### src/shared/vcal_pkg.sv
package vcal_pkg;
    // ----------------------------------------
    // Register indices (byte address = 4 x index)
    // ----------------------------------------
    localparam logic [9:0] IDX_CAL_CTRL = 10'h018;
    localparam logic [9:0] IDX_ZD_CTRL = 10'h01E;
    localparam logic [9:0] IDX_STATUS = 10'h01F;
    localparam logic [9:0] IDX_POST_DIV = 10'h1E0;
    localparam logic [9:0] IDX_UPDATE = 10'h232;
    localparam logic [9:0] IDX_R_DIV = 10'h040;
    localparam logic [9:0] IDX_DELAY = 10'h041;
    // ----------------------------------------
    // Field positions
    // ----------------------------------------
    localparam int START_BIT = 0;
    localparam int CAL_DIV_LSB = 1;
    localparam int BUSY_BIT = 0;
    localparam int DONE_BIT = 6;
    localparam int ZD_MODE_LSB = 1;
    localparam int FB_SEL_LSB = 3;
    localparam int UPDATE_BIT = 0;
    localparam int N_DELAY_LSB = 4;
    // ----------------------------------------
    // Encodings and reset values
    // ----------------------------------------
    localparam logic [1:0] ZD_INTERNAL = 2'h1;
    localparam logic [1:0] ZD_EXTERNAL = 2'h3;
    localparam logic [1:0] CAL_DIV_RST = 2'h0;
    localparam logic [1:0] ZD_MODE_RST = 2'h0;
    localparam logic [1:0] FB_SEL_RST = 2'h0;
    localparam logic [2:0] POST_DIV_RST = 3'h2;
    localparam logic [7:0] R_DIV_RST = 8'h01;
    localparam logic [7:0] DELAY_RST = 8'h00;
    localparam logic [7:0] CAL_DIV_BASE = 8'h02;
    localparam int NUM_CHAN = 4;
    // ----------------------------------------
    // Timing
    // ----------------------------------------
    localparam int CAL_CYCLES = 4400;
    localparam int CAL_CNT_W = 13;
    typedef enum logic [2:0] {
        ST_IDLE,
        ST_HOLD,
        ST_CAL,
        ST_RELEASE,
        ST_CLOSE
    } cal_state_t;
endpackage

### src/logic/tick_divider.sv
`timescale 1ns/1ps
module tick_divider (
    input wire logic clock_i,
    input wire logic rst_i,
    input wire logic ce_i,
    input wire logic clear_i,
    input wire logic tick_i,
    input wire logic [7:0] ratio_i,
    output logic tick_o
);
    typedef struct packed {
        logic [7:0] cnt;
        logic tick;
    } div_state_t;
    div_state_t st;
    div_state_t next_st;
    // ----------------------------------------
    // One output tick per ratio input ticks
    // ----------------------------------------
    always_comb begin
        next_st = st;
        next_st.tick = 1'b0;
        if (clear_i) begin
            next_st.cnt = 8'h00;
        end else if (tick_i) begin
            if (ratio_i <= 8'h01 || st.cnt >= ratio_i - 8'h01) begin
                next_st.cnt = 8'h00;
                next_st.tick = 1'b1;
            end else begin
                next_st.cnt = st.cnt + 8'h01;
            end
        end
    end
    always_ff @(posedge clock_i) begin
        if (rst_i) begin
            st <= '0;
        end else if (ce_i) begin
            st <= next_st;
        end
    end
    assign tick_o = st.tick;
endmodule // tick_divider

### src/logic/feedback_router.sv
`timescale 1ns/1ps
module feedback_router (
    input wire logic clock_i,
    input wire logic rst_i,
    input wire logic ce_i,
    input wire logic [1:0] mode_i,
    input wire logic [3:0] chan_clk_i,
    input wire logic ext_clk_i,
    output logic fb_o,
    output logic internal_o,
    output logic external_o
);
    typedef struct packed {
        logic fb;
        logic internal;
        logic external;
    } route_state_t;
    route_state_t st;
    route_state_t next_st;
    // ----------------------------------------
    // Feedback path toward the N divider
    // ----------------------------------------
    always_comb begin
        next_st = '0;
        next_st.internal = (mode_i == vcal_pkg::ZD_INTERNAL);
        next_st.external = (mode_i == vcal_pkg::ZD_EXTERNAL);
        if (next_st.internal) begin
            next_st.fb = chan_clk_i[0];
        end else if (next_st.external) begin
            next_st.fb = ext_clk_i;
        end
    end
    always_ff @(posedge clock_i) begin
        if (rst_i) begin
            st <= '0;
        end else if (ce_i) begin
            st <= next_st;
        end
    end
    assign fb_o = st.fb;
    assign internal_o = st.internal;
    assign external_o = st.external;
endmodule // feedback_router

### src/logic/vco_calibration_zero_delay_ctrl.sv
// Our own choices: the placing of the registers and register access over APB.
`timescale 1ns/1ps
// Behaviour
// - First calibration: set start bit once
// - Later: clear, update, set, update
// - Done readback bit shows finished calibration
// - Hold outputs, calibrate, release, close loop
// - Release without waiting for loop settle
// - Calibration clock is compare clock divided
// - Calibration lasts fixed calibration clock count
// - No self start on divider changes
// - Mode 01 routes divider 0 back
// - Mode 11 takes feedback from external input
// - Feedback select names divider, default 0
// - Channel dividers kept aligned together
// - Programmable R and N path delays
// - Calibration advances on reference input only
module vco_calibration_zero_delay_ctrl #(
    parameter int CAL_CYCLES = vcal_pkg::CAL_CYCLES
) (
    input wire logic clock_i,
    input wire logic rst_i,
    input wire logic ce_i,
    input wire logic psel,
    input wire logic penable,
    input wire logic pwrite,
    input wire logic [11:0] paddr,
    input wire logic [31:0] pwdata,
    input wire logic [3:0] pstrb,
    output logic [31:0] prdata,
    output logic pready,
    output logic pslverr,
    input wire logic reference_input_i,
    input wire logic [3:0] chan_clk_i,
    input wire logic ext_clk_i,
    output logic [3:0] sync_hold_o,
    output logic divider_align_o,
    output logic loop_closed_o,
    output logic cal_busy_o,
    output logic feedback_o,
    output logic zd_internal_o,
    output logic zd_external_o,
    output logic [1:0] fb_select_o,
    output logic [2:0] post_div_o,
    output logic [3:0] r_delay_o,
    output logic [3:0] n_delay_o
);
    // ----------------------------------------
    // State
    // ----------------------------------------
    typedef struct packed {
        logic w_start;
        logic [1:0] w_cal_div;
        logic [1:0] w_zd_mode;
        logic [1:0] w_fb_sel;
        logic [7:0] w_r_div;
        logic [7:0] w_delay;
        logic a_start;
        logic [1:0] a_cal_div;
        logic [1:0] a_zd_mode;
        logic [1:0] a_fb_sel;
        logic [7:0] a_r_div;
        logic [7:0] a_delay;
        logic [2:0] post_div;
        logic start_prev;
        vcal_pkg::cal_state_t fsm;
        logic [12:0] cnt;
        logic done;
        logic busy;
        logic [3:0] hold;
        logic align;
        logic loop_closed;
        logic ref_prev;
        logic pready;
        logic pslverr;
        logic [31:0] prdata;
    } ctrl_state_t;
    ctrl_state_t st;
    ctrl_state_t next_st;
    logic compare_tick;
    logic cal_tick;
    logic ref_rise;
    logic [9:0] idx;
    logic setup;
    logic wr_now;
    logic launch;
    logic [3:0] keep_running;
    // ----------------------------------------
    // Clock derivation from the reference input
    // ----------------------------------------
    assign ref_rise = reference_input_i & ~st.ref_prev;
    tick_divider u_r_div (
        .clock_i(clock_i),
        .rst_i(rst_i),
        .ce_i(ce_i),
        .clear_i(1'b0),
        .tick_i(ref_rise),
        .ratio_i(st.a_r_div),
        .tick_o(compare_tick)
    );
    tick_divider u_cal_div (
        .clock_i(clock_i),
        .rst_i(rst_i),
        .ce_i(ce_i),
        .clear_i(st.fsm == vcal_pkg::ST_HOLD),
        .tick_i(compare_tick),
        .ratio_i(vcal_pkg::CAL_DIV_BASE << st.a_cal_div),
        .tick_o(cal_tick)
    );
    // ----------------------------------------
    // Zero-delay feedback routing
    // ----------------------------------------
    feedback_router u_route (
        .clock_i(clock_i),
        .rst_i(rst_i),
        .ce_i(ce_i),
        .mode_i(st.a_zd_mode),
        .chan_clk_i(chan_clk_i),
        .ext_clk_i(ext_clk_i),
        .fb_o(feedback_o),
        .internal_o(zd_internal_o),
        .external_o(zd_external_o)
    );
    // ----------------------------------------
    // Per-channel hold mask
    // ----------------------------------------
    genvar gi;
    generate
        for (gi = 0; gi < vcal_pkg::NUM_CHAN; gi++) begin : g_chan
            assign keep_running[gi] = (st.a_zd_mode == vcal_pkg::ZD_EXTERNAL)
                && (st.a_fb_sel == 2'(gi));
        end
    endgenerate
    // ----------------------------------------
    // Bus decode
    // ----------------------------------------
    assign idx = paddr[11:2];
    assign setup = psel & ~penable;
    assign wr_now = psel & penable & st.pready & pwrite & pstrb[0];
    // Only a committed 0 to 1 of start launches
    assign launch = st.a_start & ~st.start_prev;
    // ----------------------------------------
    // Next state
    // ----------------------------------------
    always_comb begin
        next_st = st;
        next_st.ref_prev = reference_input_i;
        next_st.align = 1'b0;
        next_st.pready = 1'b0;
        next_st.pslverr = 1'b0;
        // Read data and answer prepared in the setup cycle
        if (setup) begin
            next_st.pready = 1'b1;
            next_st.prdata = 32'h0000_0000;
            case (idx)
                vcal_pkg::IDX_CAL_CTRL: begin
                    next_st.prdata[vcal_pkg::START_BIT] = st.w_start;
                    next_st.prdata[vcal_pkg::CAL_DIV_LSB +: 2] = st.w_cal_div;
                end
                vcal_pkg::IDX_ZD_CTRL: begin
                    next_st.prdata[vcal_pkg::ZD_MODE_LSB +: 2] = st.w_zd_mode;
                    next_st.prdata[vcal_pkg::FB_SEL_LSB +: 2] = st.w_fb_sel;
                end
                vcal_pkg::IDX_STATUS: begin
                    next_st.prdata[vcal_pkg::DONE_BIT] = st.done;
                    next_st.prdata[vcal_pkg::BUSY_BIT] = st.busy;
                end
                vcal_pkg::IDX_POST_DIV: begin
                    next_st.prdata[2:0] = st.post_div;
                end
                vcal_pkg::IDX_UPDATE: begin
                    next_st.prdata = 32'h0000_0000;
                end
                vcal_pkg::IDX_R_DIV: begin
                    next_st.prdata[7:0] = st.w_r_div;
                end
                vcal_pkg::IDX_DELAY: begin
                    next_st.prdata[7:0] = st.w_delay;
                end
                default: begin
                    next_st.pslverr = 1'b1;
                end
            endcase
        end
        // Writes land in the shadow copies, except post_div, which takes effect at once
        if (wr_now) begin
            case (idx)
                vcal_pkg::IDX_CAL_CTRL: begin
                    next_st.w_start = pwdata[vcal_pkg::START_BIT];
                    next_st.w_cal_div = pwdata[vcal_pkg::CAL_DIV_LSB +: 2];
                end
                vcal_pkg::IDX_ZD_CTRL: begin
                    next_st.w_zd_mode = pwdata[vcal_pkg::ZD_MODE_LSB +: 2];
                    next_st.w_fb_sel = pwdata[vcal_pkg::FB_SEL_LSB +: 2];
                end
                vcal_pkg::IDX_POST_DIV: begin
                    next_st.post_div = pwdata[2:0];
                end
                vcal_pkg::IDX_R_DIV: begin
                    next_st.w_r_div = pwdata[7:0];
                end
                vcal_pkg::IDX_DELAY: begin
                    next_st.w_delay = pwdata[7:0];
                end
                vcal_pkg::IDX_UPDATE: begin
                    // Commit all shadow settings at once
                    if (pwdata[vcal_pkg::UPDATE_BIT]) begin
                        next_st.a_start = st.w_start;
                        next_st.a_cal_div = st.w_cal_div;
                        next_st.a_zd_mode = st.w_zd_mode;
                        next_st.a_fb_sel = st.w_fb_sel;
                        next_st.a_r_div = st.w_r_div;
                        next_st.a_delay = st.w_delay;
                    end
                end
                default: begin
                end
            endcase
        end
        // Edge tracking of the committed start bit
        next_st.start_prev = st.a_start;
        // Calibration sequencer
        case (st.fsm)
            vcal_pkg::ST_IDLE: begin
                if (launch) begin
                    next_st.fsm = vcal_pkg::ST_HOLD;
                    next_st.hold = ~keep_running;
                    next_st.done = 1'b0;
                    next_st.busy = 1'b1;
                    next_st.loop_closed = 1'b0;
                end
            end
            vcal_pkg::ST_HOLD: begin
                next_st.cnt = 13'h0000;
                next_st.fsm = vcal_pkg::ST_CAL;
            end
            vcal_pkg::ST_CAL: begin
                // Advances only on calibration clock ticks
                if (cal_tick) begin
                    if (st.cnt == 13'(CAL_CYCLES - 1)) begin
                        next_st.fsm = vcal_pkg::ST_RELEASE;
                    end else begin
                        next_st.cnt = st.cnt + 13'h0001;
                    end
                end
            end
            vcal_pkg::ST_RELEASE: begin
                // Outputs resume right away, no settle wait
                next_st.hold = 4'h0;
                next_st.align = 1'b1;
                next_st.fsm = vcal_pkg::ST_CLOSE;
            end
            vcal_pkg::ST_CLOSE: begin
                next_st.loop_closed = 1'b1;
                next_st.done = 1'b1;
                next_st.busy = 1'b0;
                next_st.fsm = vcal_pkg::ST_IDLE;
            end
            default: begin
                next_st.fsm = vcal_pkg::ST_IDLE;
                next_st.hold = 4'h0;
                next_st.busy = 1'b0;
            end
        endcase
    end
    // ----------------------------------------
    // State register
    // ----------------------------------------
    always_ff @(posedge clock_i) begin
        if (rst_i) begin
            st <= '0;
            st.fsm <= vcal_pkg::ST_IDLE;
            st.w_cal_div <= vcal_pkg::CAL_DIV_RST;
            st.a_cal_div <= vcal_pkg::CAL_DIV_RST;
            st.w_zd_mode <= vcal_pkg::ZD_MODE_RST;
            st.a_zd_mode <= vcal_pkg::ZD_MODE_RST;
            st.w_fb_sel <= vcal_pkg::FB_SEL_RST;
            st.a_fb_sel <= vcal_pkg::FB_SEL_RST;
            st.w_r_div <= vcal_pkg::R_DIV_RST;
            st.a_r_div <= vcal_pkg::R_DIV_RST;
            st.w_delay <= vcal_pkg::DELAY_RST;
            st.a_delay <= vcal_pkg::DELAY_RST;
            st.post_div <= vcal_pkg::POST_DIV_RST;
        end else if (ce_i) begin
            st <= next_st;
        end
    end
    // ----------------------------------------
    // Outputs
    // ----------------------------------------
    assign prdata = st.prdata;
    assign pready = st.pready;
    assign pslverr = st.pslverr;
    assign sync_hold_o = st.hold;
    assign divider_align_o = st.align;
    assign loop_closed_o = st.loop_closed;
    assign cal_busy_o = st.busy;
    assign fb_select_o = st.a_fb_sel;
    assign post_div_o = st.post_div;
    assign r_delay_o = st.a_delay[3:0];
    assign n_delay_o = st.a_delay[vcal_pkg::N_DELAY_LSB +: 4];
endmodule // vco_calibration_zero_delay_ctrl

### config.mk
export PLATFORM = sky130hd
export DESIGN_NAME = vco_calibration_zero_delay_ctrl
export DESIGN_NICKNAME = d
export VERILOG_FILES = /design/src/shared/vcal_pkg.sv /design/src/logic/tick_divider.sv /design/src/logic/feedback_router.sv /design/src/logic/vco_calibration_zero_delay_ctrl.sv
export SDC_FILE = /design/constraint.sdc
export NUM_CORES = 1
export LEC_CHECK = 0
export ABC_AREA = 0
export BUFFER_PORTS_ARGS = -buffer_cell sky130_fd_sc_hd__buf_2
export CAP_MARGIN = 20
export CORE_ASPECT_RATIO = 0.75
export CORE_MARGIN = 4
export CORE_UTILIZATION = 36
export DETAILED_ROUTE_END_ITERATION = 8
export GPL_TIMING_DRIVEN = 0
export PLACE_DENSITY_LB_ADDON = 0.08
export SYNTH_ARGS = -nofsm -noshare
export SYNTH_HDL_FRONTEND = slang
export SYNTH_SLANG_ARGS = --single-unit
export TNS_END_PERCENT = 5
### constraint.sdc
create_clock -name clock_i -period 3 [get_ports clock_i]
set_input_delay 0.15 -clock clock_i [delete_from_list [all_inputs] [get_ports clock_i]]
set_output_delay 0.15 -clock clock_i [all_outputs]
set_load 0.03 [all_outputs]
---- After elaboration in Yosys (flattened, before gate mapping) ----
Cells that the tools add are included.
cells by class
  magnitude comparators ................... 4
  div/mod/pow operators ................... 0
  add/subtract/negate cells ............... 5
  multipliers ............................. 0
  shifts and indexed selects .............. 1
  equal/unequal tests ..................... 21
  muxes and demuxes ....................... 31
  reductions and logical operators ........ 28
  bitwise gates (word level) .............. 13
operators by type and width
  operator                                                                           count
  34-bit 2-to-1 mux                                                                  1
  10-bit by 5-bit equality test with 1-bit output (second input constant)            3
  13-bit case mux with 2 select lines                                                1
  8-bit 2-to-1 mux                                                                   3
  3-bit AND reduction                                                                8
  10-bit by 7-bit equality test with 1-bit output (second input constant)            2
  8-bit by 1-bit adder with 8-bit output (second input constant)                     2
  8-bit greater-or-equal comparator                                                  2
  8-bit by 1-bit less-or-equal comparator with 1-bit output (second input constant)  2
  16-bit 2-to-1 mux                                                                  1
  8-bit by 1-bit subtractor with 8-bit output (second input constant)                2
  13-bit by 1-bit adder with 13-bit output (second input constant)                   1
  13-bit equality test (second input constant)                                       1
  13-bit 2-to-1 mux                                                                  1
  3-bit case mux with 4 select lines                                                 1
  4-bit AND reduction                                                                3
  10-bit equality test (second input constant)                                       1
  10-bit by 9-bit equality test with 1-bit output (second input constant)            1
  1-bit case mux with 2 select lines                                                 5
  2-bit case mux with 5 select lines                                                 1
  1-bit 2-to-1 mux                                                                   9
  9-bit 2-to-1 mux                                                                   1
  4-bit case mux with 2 select lines                                                 1
  2-bit by 2-bit left shift with 8-bit output (first input constant)                 1
  other kinds (23)                                                                   49
storage, ports and cells
  output and inout bits ................... 57
  memory bits (writable) .................. 0
  memories ................................ 0
  flip-flop bits (word level) ............. 106
  word-level logic and storage cells ...... 135
  ROM bits ................................ 0
  input bits .............................. 60
  latch bits .............................. 0

---- Longest topological paths before layout ----
  word-level depth ........................ 7
  mapped depth ............................ 11
  depth with buffers taken out ............ 11

---- Modules after synthesis ----
A second synthesis with hierarchy kept.
unflattened totals
  cells, all modules ...................... 730
  area total of the unflattened synthesis .. 6,000.8 µm²
modules (own cells, without submodules)
  module                           seq. area each (µm²)  times used  cells each  area an instance (µm²)
  vco_calibration_zero_delay_ctrl  1,681.6               1           531         4,369.2
  tick_divider                     180.2                 2           93          753.2
  feedback_router                  60.1                  1           13          125.1

---- Worst setup path after synthesis ----
No wires, ideal clock.
  path kind ............................... flip-flop to flip-flop
  start point ............................. reg st[71] in the netlist's numbering
  end point ............................... reg u_r_div.st[7] in the netlist's numbering
  period minus slack after synthesis ...... 2.554 ns
  buffers on the path ..................... 0
  slack ................................... 0.446 ns
  setup time .............................. 0.095 ns
  required time ........................... 2.905 ns
  stages on the path, launching flop included .. 11
  arrival time ............................ 2.459 ns
  path through ............................ dfxtp_1 -> inv_1 -> ha_1 -> inv_1 -> or3_1 -> xor2_1 -> ha_1 -> a22o_1 -> o41ai_1 -> nand2_1 -> a221oi_1
on the way
  word-level cells in the longest chain between the ends .. 4
  elaborated cells between the ends (all ways) .. 5
  classes of those cells .................. 1 x add/sub; 2 x order compare; 1 x mux; 1 x reduce/logical
ends and longest elaborated chain
  item                                         RTL line                                RTL
  start: declaration                           vco_calibration_zero_delay_ctrl.sv:78   ctrl_state_t st;
  start signal: assignment                     vco_calibration_zero_delay_ctrl.sv:285  st <= next_st;
  8-bit by 1-bit subtractor with 8-bit output  tick_divider.sv:26                      if (ratio_i <= 8'h01 || st.cnt >= ratio_i - 8'h01) begin
  8-bit greater-or-equal comparator            tick_divider.sv:26
  1-bit logical OR (*)                         tick_divider.sv:26
  8-bit 2-to-1 mux (*)                         tick_divider.sv:26
  end signal: assignment                       tick_divider.sv:38                      st <= next_st;
  end: declaration                             tick_divider.sv:15                      div_state_t st;
Mark *: on every way between the ends. The rest lies on a longest branch, timed or not.
A chain may end at the register's enable or synchronous reset.

---- Worst setup path in the final report ----
Ends and elaborated chain as after synthesis.

==> summary.md <==
| Metric | Value |
|---|---|
| Outcome | complete, no violations |
| Die Y | 114 um |
| RSZ-0062 raised after global routing | false |
| Clk buf depth | 2 |
| Io pins | around 120 |
| Drt total wl | about 15 mm |
| R2r startpoint | st[71] |
| Pin count of the biggest net entering global routing | 21 |
| Post-Synthesis Mean Instance Area | approximately 8.5 um^2 |
| Fin. Hold Viols | 0 |
| Worst min path class | in2reg |
| Post-route setup TNS | 0 ns |
| Number of global-route vias before repair | 4,486 |
| WHS Endpoint | st[91] |
| H-Tree Level Count | 3 |
| Critical Path Fanout Max | 5 |
| Unique masters post-synth | 63 |
| Tot GR Track Use | approximately 18% |
| Diodes inserted | 0 |
| Peak per-stage delay on the critical path | 0.44 ns |
| Crit path time final | 2.70 ns |
| Fin nets | 801 |
| Antenna-violating nets left | 0 |
| Drt drc | 0 |
| Max Cap Viol | 0 |
| Layout Cells excl Fill | 930 |
| 1st-pass router iterations | 5 |
| Mapped Area | between 5000 and 6000 um^2 |
| Clock Sinks | 105 |
| Area of the die | around 17,000 um^2 |
| Initial core utilization | ~37% |
| Top_reg_cell synth | dfxtp_1 |
| Initial drt markers | 242 |
| Final Cycle Share | 89.9% |
| Placed Instance Area | roughly 6000 um^2 |
| Register area share after synthesis | between 30% and 40% |
| Commonest non-fill, non-tap cell in the layout | dfxtp_1 |
| Fmax | between 300 and 400 MHz |
| Worst-Margin Slew | 0.805 ns |
| Ys Warns | 0 |
| #FFs+latches synth | 105 |
| R2R depth | 10 |
| CP Launch Type | flip-flop |
| Rows | 38 |
| Critical Path End Type | flip-flop |
| Worst-Skew Late Latency | between 0.3 and 0.4 ns |
| Fraction of registers with async set/reset | 0% |
| Number of enable flip-flop cells after synthesis | 0 |
| Setup slack at placement | 0.00914 ns |
| Initial antenna violation count | 0 |
| Ratio of cells with drive above 1 in the final layout | 19.2% |
| Relative max-transition margin | 46.2% |
| CP Data Required Time | around 3.3 ns |
| Commonest non-fill, non-tap cells in the layout | 105 x dfxtp_1, 77 x nand2_1, 68 x nor2_1 |
| Total grt overflow | 0 |
| Pleak | 2.54 nW |
| Setup violations, final | 0 |
| CTS tree | built |
| Slowest CP cell | o41ai_2 |
| Die X | 149 um |
| Inst Count DP | approximately 910 |
| Hold Path Stages | 3 |
| CP Data Arrival Time | 2.94 ns |
| Cells along the critical path | inv_1 -> ha_1 -> inv_1 -> or3_1 -> xor2_1 -> ha_1 -> a22o_1 -> o41ai_2 -> nand2_1 -> a221oi_1 |
| Cell count after synthesis | 635 |
| CP startpoint | st[71] |
| GP Congestion | 0.861 |
| Port bufs | 56 |
| Hold Crit Start | pwdata[5] |
| R2r endpoint | u_r_div.st[7] |
| Post-DR wirelength/cell | around 16 um |
| First-pass GRT wire length | between 20 and 25 mm |
| Cts bufs inserted | 9 |
| Clock Skew | roughly 0.015 ns |
| Clock root cell | clkbuf_16 |
| Area growth from synthesis to layout | 17.1% |
| Vias per cell | 5.02 |
| Core area | roughly 15,000 um^2 |
| Fin area | 6290 um^2 |
| Post-DP HPWL | between 10 and 15 mm |
| Final WS setup | slightly above 0.3 ns |
| Reg clk slew, reported paths | approximately 0.090 ns |
| Power Density | 445 nW/um^2 |
| Maximum vdd ir drop | slightly below 0.0003 V |
| R2r setup slk | around 0.30 ns |
| Slew Viols, Final | 0 |
| CP Class | reg2reg |
| Via count | 4,670 |
[layer usage]
layer / global-route usage (%) / share of wire [%]
met2: 24.8 / 41
met4: 5.06 / 1.3
met5: 0 / 0
met3: 3.14 / 4.4
met1: 27.2 / 53
[synth_stat cells (4+ instances only)]
master	count	area share (%)
dfxtp_1	105	39
nand2b_1	14	1.6
nor2_1	68	4.8
nand2_1	77	5.4
nor3b_1	7	0.98
nand3b_1	5	0.70
nor3_1	18	1.7
or3_1	5	0.58
a211oi_1	10	1.4
nand4_1	9	1.0
mux2i_1	33	6.1
ha_1	16	3.7
o21ai_0	12	1.1
and4_1	4	0.65
a21oi_1	53	4.9
nand3_1	19	1.8
clkbuf_1	27	1.9
xnor2_1	11	1.8
buf_4	49	6.8
or4_1	5	0.70
nor2b_1	4	0.47
xor2_1	9	1.5
inv_1	10	0.70
[cells by family (layout without fill, tap and decap cells)]
kind of cell | after synthesis | in the layout | synth area share, %
simple gates | 258 | 258 | 24.6
compound gates | 108 | 108 | 12.5
flops | 105 | 105 | 39.1
buf+inv | 90 | 162 | 9.76
mux | 36 | 36 | 6.78
xor+xnor | 20 | 20 | 3.26
fa+ha+maj | 17 | 17 | 3.91
other cells | 1 | 24 | 0.0698
[power by group]
part / leakage (nW) / switching [mW] / total (mW) / internal (mW)
combinational: 1.55 / 0.147 / 0.214 / 0.0673
sequential: 0.847 / 0.00505 / 1.40 / 1.40
clock: 0.145 / 0.596 / 1.19 / 0.590
[worst max-delay path, delay by kind of cell, from the launching register on]
family | cells | cell delay (ns)
and+or+nand+nor | 2 | 0.57
buffers and inverters | 2 | 0.18
AOI/OAI and AO/OA | 3 | 0.95
DFF | 1 | 0.34
xor gates and xnor gates | 1 | 0.15
adders and majority gates | 2 | 0.41
[layout make-up]
| type | count | area, um^2 |
|---|---|---|
| Buffer | 80 | 487 |
| Multi-Input combinational cell | 463 | 2850 |
| Timing Repair Buffer | 56 | 280 |
| Inverter | 10 | 37.5 |
| Clock inverter | 7 | 66.3 |
| Clock buffer | 9 | 225 |
| Sequential cell | 105 | 2100 |
| Tap cell | 200 | 250 |
| Fill cell | 1514 | 8260 |
[per-stage QoR]
step,power [mW],hold WS (ns),util (%)
3_5_place_dp,1.65,0.420,41.2
6_report,2.80,0.0549,43.3
3_3_place_gp,1.65,0.408,41.2
5_1_grt,2.91,0.0578,43.3
4_1_cts,2.83,0.0458,43.2
2_1_floorplan,1.58,0.279,-
[worst max path at each step]
stage	to	slack (ns)	cells past startpoint
6_report	u_r_div.st[7]	0.30	10
5_1_grt	u_r_div.st[7]	0.06	10
4_1_cts	u_r_div.st[7]	0.01	10
3_5_place_dp	u_r_div.st[7]	0.009	10
3_3_place_gp	u_r_div.st[7]	0.02	10
2_1_floorplan	u_r_div.st[7]	0.45	10
[flip-flops by register name, indices dropped and copies added (netlist names), 3 cells and up]
name,cells
r_delay_o,4
u_cal_div.st,8
sync_hold_o,4
post_div_o,3
st,54
n_delay_o,4
u_r_div.st,8
prdata,8
[timing repair]
item,CTS,global route
gates resized for setup,0,2
hold buffers,0,0
setup endpoints to repair,0,5
setup buffers,0,0
Note: power is estimated with default switching activity, not from simulation.
